--- src/verilog/irq_bank_pkg.sv ---
// Package of register offsets, field positions and reset values for the bank
package irq_bank_pkg;
	localparam logic [7:0]  ADDR_CTRL_SECOND = 8'h00;
	localparam logic [7:0]  ADDR_CTRL_THIRD  = 8'h04;
	localparam logic [7:0]  ADDR_SUB_FIRST   = 8'h08;
	localparam logic [7:0]  ADDR_SUB_SECOND  = 8'h0c;
	localparam logic [7:0]  ADDR_IRQ_STATUS  = 8'h10;
	localparam logic [7:0]  ADDR_IRQ_MASK    = 8'h14;
	localparam int          REG_W            = 8;
	localparam int          NUM_SRC          = 15;
	localparam int          FLAG_LSB         = 4;
	localparam logic [7:0]  RST_REG          = 8'h00;
	localparam logic [7:0]  SUB_FIRST_IMPL   = 8'h77;
	localparam logic [14:0] RST_STATUS       = 15'h0000;
	localparam logic [14:0] RST_MASK         = 15'h0000;
endpackage

--- src/verilog/flag_enable_reg.sv ---
// One 8-bit register: request flags in the high nibble, enables in the low
`timescale 1ns/1ps
module flag_enable_reg
	import irq_bank_pkg::*;
#(
	parameter logic [7:0] IMPL = 8'hff
) (
	input  wire logic       pclk,
	input  wire logic       presetn,
	input  wire logic       wr_en,
	input  wire logic [7:0] wr_data,
	input  wire logic [3:0] set_flags,
	output logic      [7:0] value,
	output logic      [3:0] active
);
	logic [7:0] reg_ff;
	logic [7:0] nxt_reg;

	always_comb begin
		nxt_reg = wr_en ? wr_data : reg_ff;
		// Hardware set wins over a software clear in the same cycle
		nxt_reg[7:4] = nxt_reg[7:4] | set_flags;
		nxt_reg = nxt_reg & IMPL;
	end

	always_ff @(posedge pclk or negedge presetn) begin
		if (!presetn) begin
			reg_ff <= RST_REG;
		end else begin
			reg_ff <= nxt_reg;
		end
	end

	assign value  = reg_ff;
	assign active = reg_ff[7:4] & reg_ff[3:0];
endmodule // flag_enable_reg

--- src/verilog/interrupt_flag_enable_bank.sv ---
// APB register bank of group, converter and comparator request flags
// Notes on behaviour
// - Second control bits 7..4: group 4, group 3, converter, group 2 flags
// - Second control bits 3..0: enables in that same order
// - Third control bits 7..4: flags of groups 8, 7, 6, 5
// - Third control bits 3..0: enables of groups 8, 7, 6, 5
// - First sub-register bits 7 and 3 read zero, ignore writes
// - First sub-register bits 6..4: comparator 8, 7, 6 flags
// - First sub-register bits 2..0: comparator 8, 7, 6 enables
// - Second sub-register bits 7..4: comparator 5, 4, 3, 2 flags
// - Second sub-register bits 3..0: comparator 5, 4, 3, 2 enables
`timescale 1ns/1ps
module interrupt_flag_enable_bank
	import irq_bank_pkg::*;
(
	input  wire logic        pclk,
	input  wire logic        presetn,
	input  wire logic        psel,
	input  wire logic        penable,
	input  wire logic        pwrite,
	input  wire logic [7:0]  paddr,
	input  wire logic [31:0] pwdata,
	output logic      [31:0] prdata,
	output logic             pready,
	output logic             pslverr,
	input  wire logic [3:0]  group_evt_lo,
	input  wire logic [3:0]  group_evt_hi,
	input  wire logic [6:0]  prot_cmp_evt,
	output logic      [3:0]  group_req_lo,
	output logic      [3:0]  group_req_hi,
	output logic      [6:0]  prot_cmp_irq,
	output logic             irq
);
	logic [7:0]  v_second;
	logic [7:0]  v_third;
	logic [7:0]  v_sub1;
	logic [7:0]  v_sub2;
	logic [3:0]  act_second;
	logic [3:0]  act_third;
	logic [3:0]  act_sub1;
	logic [3:0]  act_sub2;
	logic [14:0] status_ff;
	logic [14:0] mask_ff;
	logic [14:0] nxt_status;
	logic [14:0] req_now;
	logic [14:0] req_prev_ff;
	logic [31:0] prdata_ff;
	logic        pready_ff;
	logic        pslverr_ff;
	logic        irq_ff;
	logic [3:0]  group_req_lo_ff;
	logic [3:0]  group_req_hi_ff;
	logic [6:0]  prot_cmp_irq_ff;
	logic        setup;
	logic        wr_fire;
	logic [31:0] rd_mux;
	logic        hit;

	function automatic logic wr_to(input logic [7:0] a);
		wr_to = wr_fire && (paddr == a);
	endfunction

	// Answer in the first access cycle: pready rises with the setup edge
	assign setup   = psel && !penable;
	assign wr_fire = psel && penable && pready_ff && pwrite;

	// Inputs are same-clock event pulses from neighbouring logic
	flag_enable_reg #(.IMPL(8'hff)) u_second (
		.pclk     (pclk),
		.presetn  (presetn),
		.wr_en    (wr_to(ADDR_CTRL_SECOND)),
		.wr_data  (pwdata[7:0]),
		.set_flags(group_evt_lo),
		.value    (v_second),
		.active   (act_second)
	);
	flag_enable_reg #(.IMPL(8'hff)) u_third (
		.pclk     (pclk),
		.presetn  (presetn),
		.wr_en    (wr_to(ADDR_CTRL_THIRD)),
		.wr_data  (pwdata[7:0]),
		.set_flags(group_evt_hi),
		.value    (v_third),
		.active   (act_third)
	);
	flag_enable_reg #(.IMPL(SUB_FIRST_IMPL)) u_sub1 (
		.pclk     (pclk),
		.presetn  (presetn),
		.wr_en    (wr_to(ADDR_SUB_FIRST)),
		.wr_data  (pwdata[7:0]),
		.set_flags({1'b0, prot_cmp_evt[6:4]}),
		.value    (v_sub1),
		.active   (act_sub1)
	);
	flag_enable_reg #(.IMPL(8'hff)) u_sub2 (
		.pclk     (pclk),
		.presetn  (presetn),
		.wr_en    (wr_to(ADDR_SUB_SECOND)),
		.wr_data  (pwdata[7:0]),
		.set_flags(prot_cmp_evt[3:0]),
		.value    (v_sub2),
		.active   (act_sub2)
	);

	// Comparator index order: bit 6 is comparator 8, bit 0 comparator 2
	assign req_now = {act_sub1[2:0], act_sub2, act_third, act_second};

	always_ff @(posedge pclk or negedge presetn) begin
		if (!presetn) begin
			group_req_lo_ff <= 4'h0;
			group_req_hi_ff <= 4'h0;
			prot_cmp_irq_ff <= 7'h00;
		end else begin
			group_req_lo_ff <= act_second;
			group_req_hi_ff <= act_third;
			prot_cmp_irq_ff <= {act_sub1[2:0], act_sub2};
		end
	end

	// Sticky status catches each rising request; set wins over clear
	always_comb begin
		nxt_status = status_ff;
		if (wr_to(ADDR_IRQ_STATUS)) begin
			nxt_status = nxt_status & ~pwdata[14:0];
		end
		nxt_status = nxt_status | (req_now & ~req_prev_ff);
	end

	always_ff @(posedge pclk or negedge presetn) begin
		if (!presetn) begin
			status_ff   <= RST_STATUS;
			req_prev_ff <= 15'h0000;
		end else begin
			status_ff   <= nxt_status;
			req_prev_ff <= req_now;
		end
	end

	always_ff @(posedge pclk or negedge presetn) begin
		if (!presetn) begin
			mask_ff <= RST_MASK;
		end else if (wr_to(ADDR_IRQ_MASK)) begin
			mask_ff <= pwdata[14:0];
		end
	end

	always_ff @(posedge pclk or negedge presetn) begin
		if (!presetn) begin
			irq_ff <= 1'b0;
		end else begin
			irq_ff <= |(nxt_status & mask_ff);
		end
	end

	always_comb begin
		hit    = 1'b1;
		rd_mux = 32'h0000_0000;
		case (paddr)
			ADDR_CTRL_SECOND: rd_mux[7:0]  = v_second;
			ADDR_CTRL_THIRD:  rd_mux[7:0]  = v_third;
			ADDR_SUB_FIRST:   rd_mux[7:0]  = v_sub1;
			ADDR_SUB_SECOND:  rd_mux[7:0]  = v_sub2;
			ADDR_IRQ_STATUS:  rd_mux[14:0] = status_ff;
			ADDR_IRQ_MASK:    rd_mux[14:0] = mask_ff;
			default:          hit          = 1'b0;
		endcase
	end

	// Single wait-free access phase; unmapped addresses flag pslverr
	always_ff @(posedge pclk or negedge presetn) begin
		if (!presetn) begin
			pready_ff  <= 1'b0;
			pslverr_ff <= 1'b0;
			prdata_ff  <= 32'h0000_0000;
		end else begin
			pready_ff  <= setup;
			pslverr_ff <= setup && !hit;
			if (setup && !pwrite) begin
				prdata_ff <= rd_mux;
			end
		end
	end

	assign prdata       = prdata_ff;
	assign pready       = pready_ff;
	assign pslverr      = pslverr_ff;
	assign irq          = irq_ff;
	assign group_req_lo = group_req_lo_ff;
	assign group_req_hi = group_req_hi_ff;
	assign prot_cmp_irq = prot_cmp_irq_ff;
endmodule // interrupt_flag_enable_bank

--- config.mk ---
export PLATFORM = sky130hd
export DESIGN_NAME = interrupt_flag_enable_bank
export DESIGN_NICKNAME = d
export VERILOG_FILES = /design/src/verilog/irq_bank_pkg.sv /design/src/verilog/flag_enable_reg.sv /design/src/verilog/interrupt_flag_enable_bank.sv
export SDC_FILE = /design/constraint.sdc
export NUM_CORES = 1
export LEC_CHECK = 0
export CELL_PAD_IN_SITES_DETAIL_PLACEMENT = 2
export CELL_PAD_IN_SITES_GLOBAL_PLACEMENT = 2
export CORE_UTILIZATION = 40
export DETAILED_ROUTE_END_ITERATION = 10
export DONT_BUFFER_PORTS = 1
export HOLD_SLACK_MARGIN = 0.03
export MAX_ROUTING_LAYER = met4
export PLACE_DENSITY_LB_ADDON = 0.1
export RECOVER_POWER = 100
export SLEW_MARGIN = 40
export SYNTH_ARGS = -nofsm -noshare
export SYNTH_HDL_FRONTEND = slang
export SYNTH_HIERARCHICAL = 1
export SYNTH_SLANG_ARGS = --single-unit
export TNS_END_PERCENT = 1
--- constraint.sdc ---
create_clock -name pclk -period 2.1 [get_ports pclk]
set_clock_uncertainty 0.2 [all_clocks]
set_input_delay 0.105 -clock pclk [delete_from_list [all_inputs] [get_ports pclk]]
set_output_delay 0.105 -clock pclk [all_outputs]
set_load 0.01 [all_outputs]
* Yosys cells after proc, flatten, opt, wreduce, memory -nomap -nowiden *
Index checks and enable logic that the tools add are counted.

storage, ports and cells
  flip-flop bits (word level) = 108
  bits of input ports = 60
  output and inout port bits = 50
  logic and storage cells = 63

cells by class
  equality and inequality tests = 5
  mux-type cells = 8
  bitwise logic cells = 14
  reductions and logical operators = 18

operator list
  kind                                                                    count
  8-bit case mux with 6 select lines                                      1
  15-bit AND                                                              3
  15-bit inverter                                                         2
  8-bit two-way mux                                                       3
  8-bit by 4-bit equality test with 1-bit output (second input constant)  2
  8-bit by 5-bit equality test with 1-bit output (second input constant)  2
  15-bit two-way mux                                                      1
  15-bit OR                                                               1
  15-bit OR reduction                                                     1
  7-bit case mux with 2 select lines                                      1
  4-bit AND                                                               3
  1-bit logical AND                                                       12
  4-bit OR                                                                3
  8-bit by 3-bit equality test with 1-bit output (second input constant)  1
  8-bit logical NOT                                                       1
  7-bit two-way mux                                                       1
  6-bit OR reduction                                                      1
  3-bit AND                                                               1
  1-bit logical NOT                                                       3
  3-bit OR                                                                1
  1-bit two-way mux                                                       1

* Longest topological paths before layout *
  word-level depth = 8
  mapped depth = 8
  gate-level depth less buffers = 6

* Hierarchy *
The synthesis kept the hierarchy.

modules (own cells, without submodules)
  module                          instances  cells an instance  area an instance (um^2)  seq. area each (um^2)
  interrupt_flag_enable_bank      1          303                3248.1                   1576.5
  flag_enable_reg (u_second ...)  3          25                 341.6                    200.2
  flag_enable_reg (u_sub1)        1          23                 304.0                    150.1

* Least setup slack after synthesis *
OpenSTA, ideal clock, no wires.

  path kind = input to register
  start point = input paddr[1]
  end point = register u_second.reg_ff[0] (netlist: u_second/value[0])
  setup time = 125 ps
  data arrival time = 1944 ps
  required time = 1775 ps
  setup slack = -169 ps
  stages = 6
  buffers on the path = 2
  cells stage by stage = or4_1 buf_6 nor4_1 nor3b_1 buf_6 mux2_2

between the ends
  longest elaborated chain between the ends = 2

RTL lines
  item                    RTL line                          RTL
  start: declaration      interrupt_flag_enable_bank.sv:21  input wire logic [7:0] paddr,
  8-bit logical NOT       interrupt_flag_enable_bank.sv:60  wr_to = wr_fire && (paddr == a);
  1-bit logical AND       interrupt_flag_enable_bank.sv:60
  end signal: assignment  flag_enable_reg.sv:30             reg_ff <= nxt_reg;
  end: declaration        flag_enable_reg.sv:16             logic [7:0] reg_ff;

Every way passes these cells.
A chain may end at the register's enable or synchronous reset.

* Final worst setup path *
  start point = register u_third.reg_ff[3] (netlist: u_third/value[3])
  end point = register irq_ff (netlist: irq)

between the ends
  longest elaborated chain between the ends = 5

RTL lines
  item                      RTL line                           RTL
  start: declaration        flag_enable_reg.sv:16
  start signal: assignment  flag_enable_reg.sv:30
  4-bit AND                 flag_enable_reg.sv:35              assign active = reg_ff[7:4] & reg_ff[3:0];
  named net act_third[3]    interrupt_flag_enable_bank.sv:39   logic [3:0] act_third;
  15-bit AND                interrupt_flag_enable_bank.sv:126  nxt_status = nxt_status | (req_now & ~req_prev_ff);
  15-bit OR                 interrupt_flag_enable_bank.sv:126
  15-bit AND                interrupt_flag_enable_bank.sv:151  irq_ff <= |(nxt_status & mask_ff);
  15-bit OR reduction       interrupt_flag_enable_bank.sv:151
  end signal: assignment    interrupt_flag_enable_bank.sv:151
  end: declaration          interrupt_flag_enable_bank.sv:50   logic irq_ff;

The timed path passes the listed nets, and every way through them passes these cells.

==> results.ini <==
[setup_path]
ff2ff_setup_slack_ns=0.1
reg2reg_depth=6
reg2reg_from=u_third/value[3]$_DFFE_PN0P_
crit_path_top_delay_cell=dfrtp_1
cp_max_fo=3
critical_path.cell_chain=and2_1 -> nor2b_1 -> o21ai_0 -> nand4_1 -> o31ai_1 -> nand4_1
worstPathArrival_ns=2.01
critical_path_class=flop to flop
path_common_cell=nand4_1
critical-path-top-delay-family=simple AND/OR/NAND/NOR gates
critPathBufInv=0
worstReg2RegEnd=irq$_DFF_PN0_
required_ns=2.11
end_kind=flop
startpoint_type=flop
max_stage_delay_ns=0.39

[hold_path]
min_path_type=input pin to asynchronous set/reset pin

[finish]
finalNetCount=517
layout-drive-gt1-share_pct=16.0
n_antenna_cell=0
postLayoutCoreUtil_pct=49.1
fin_cells=602
fin_area_um2=5390
syn_to_final_growth_pct=17.9

[clocking]
ctsHtreeMaxLevel=3
clk_pin_slew_ns=0.06
root_buffer=clkbuf_16
clock_sinks=93
cts_tree=built
cts_buffer_depth=2
cts_buffers=9
post_cts_buffers=0
clock_latency_ns=0.35
postCtsHoldBufs=38

[timing]
setup_tns_ns=0
hold_viol=93
finalSetupViolations=0
rsz0062_at_grt=false
timing.final.crit_share_pct=95.3
final.min_clock_period_ns=2.00
fin_hold_ws_ns=-0.751
fmax_mhz=500
slew_viol_final=0

[drt]
via_per_inst=5.51
drc=0
route.vias.total=3319
wirelength_um=14200
initialDrtViolationCount=145
drt-wirelength-per-cell_um=23.6
ant_nets=0
drt_first_pass_iters=4

[global_route]
antenna_found_initial=0
grt_pass1_wl_um=22100
grt_max_degree=94
grt-ovfl-total=0
grt_pass1_vias=3799
grtUsageTotal_pct=26.9

[outcome]
violations=hold timing
status=finished with violations

[floorplanning]
io_pins=110
initial_core_util_pct=41.6
die_h_um=109
dieArea_um2=11900
core_area_um2=11000
row_count=38
die_x_um=109

[power_and_ir_drop]
p_per_area_nw_per_um2=670
p_total_mw=3.61
peakVddDrop_mv=0.453
leakage_nw=2.50

[logic_synthesis]
synth_cells=400
netlist_area_um2=4570
syn_avg_cell_area_um2=11.4
ys.warnings.count=6

[placed_design]
dpl_cell_area_um2=4800
place_hpwl_um=9710
gp_congestion=0.774
dpl.cell_count=548
portBuffers=0

[flow_run]
cap_viol_max_count=0

## final cells by class
cell class | count | area (µm²)
inverters | 1 | 3.75
repair buffers | 65 | 583
flip-flops and latches | 93 | 2330
clock buffers | 15 | 268
multi-input cells | 287 | 2030
well taps | 140 | 175
fillers | 1125 | 5600
clock inverters | 1 | 5.00
## through the flow
stage / worst slack, ns / hold slack, ns
global placement: -0.0597 / -0.388
detailed placement: -0.0702 / -0.389
floorplan: -0.0572 / -0.391
CTS: 0.0644 / -0.771
global route: 0.0151 / -0.769
finish: 0.0984 / -0.751
## routing by layer
metal	up-vias	track usage, %	routed length (µm)
li1	1519	-	-
met1	1696	33.2	6260
met2	89	43.6	7010
met3	15	6.28	699
met4	0	8.69	217
met5	-	-	0
## worst register-to-register path: stages, from the launching register on
cell	delay (ns)
dfrtp_1	0.39
and2_1	0.17
nor2b_1	0.16
o21ai_0	0.26
nand4_1	0.23
o31ai_1	0.32
nand4_1	0.13
## registers in the layout (all words and copies together), names as in the netlist, 6 cells and up
register        cells
u_third/value       8
u_second/value      8
mask_ff            15
u_sub2/value        8
prdata             15
status_ff          15
u_sub1/value        6
req_prev_ff        14
## power by group
part	internal, mW	switching [mW]
Combinational	0.0981	0.0889
Clock	0.869	0.694
Sequential	1.83	0.0321
## cell usage in the layout (no fill, tap or decap), drive strengths merged
cell type,count
a21oi,1
o31ai,1
nor3,4
nand4,8
nor2b,43
and2,20
dlygate4sd3,38
a22o,17
nand2,29
clkinv,1
nor4,3
nor3b,2
or2,3
nor2,4
nor4b,2
or4,1
a21boi,1
a221o,3
dfrtp,93
o21ai,33
conb,19
a22oi,14
and4,1
nand4b,1
and3,1
nand2b,3
clkbuf,23
nand3,3
buf,19
inv,1
a211o,16
a31oi,1
a21o,13
mux2,40
## timing repair
action | 4_1_cts | 5_1_grt
endpoints found under the hold margin | 161 | 93
setup endpoints to repair | 0 | 1
resized for setup | 0 | 2
## worst max-delay path by stage
stage,start,end,slack (ns),depth (start not counted)
floorplan,paddr[1],u_sub2/value[0]$_DFFE_PN0P_,-0.06,6
global placement,paddr[1],u_third/value[0]$_DFFE_PN0P_,-0.06,7
detailed placement,paddr[1],mask_ff[8]$_DFFE_PN0P_,-0.07,6
CTS,u_second/value[3]$_DFFE_PN0P_,irq$_DFF_PN0_,0.06,6
global route,u_third/value[3]$_DFFE_PN0P_,irq$_DFF_PN0_,0.02,6
finish,u_third/value[3]$_DFFE_PN0P_,irq$_DFF_PN0_,0.1,6
No activity file was read; power rests on OpenSTA's default activity.
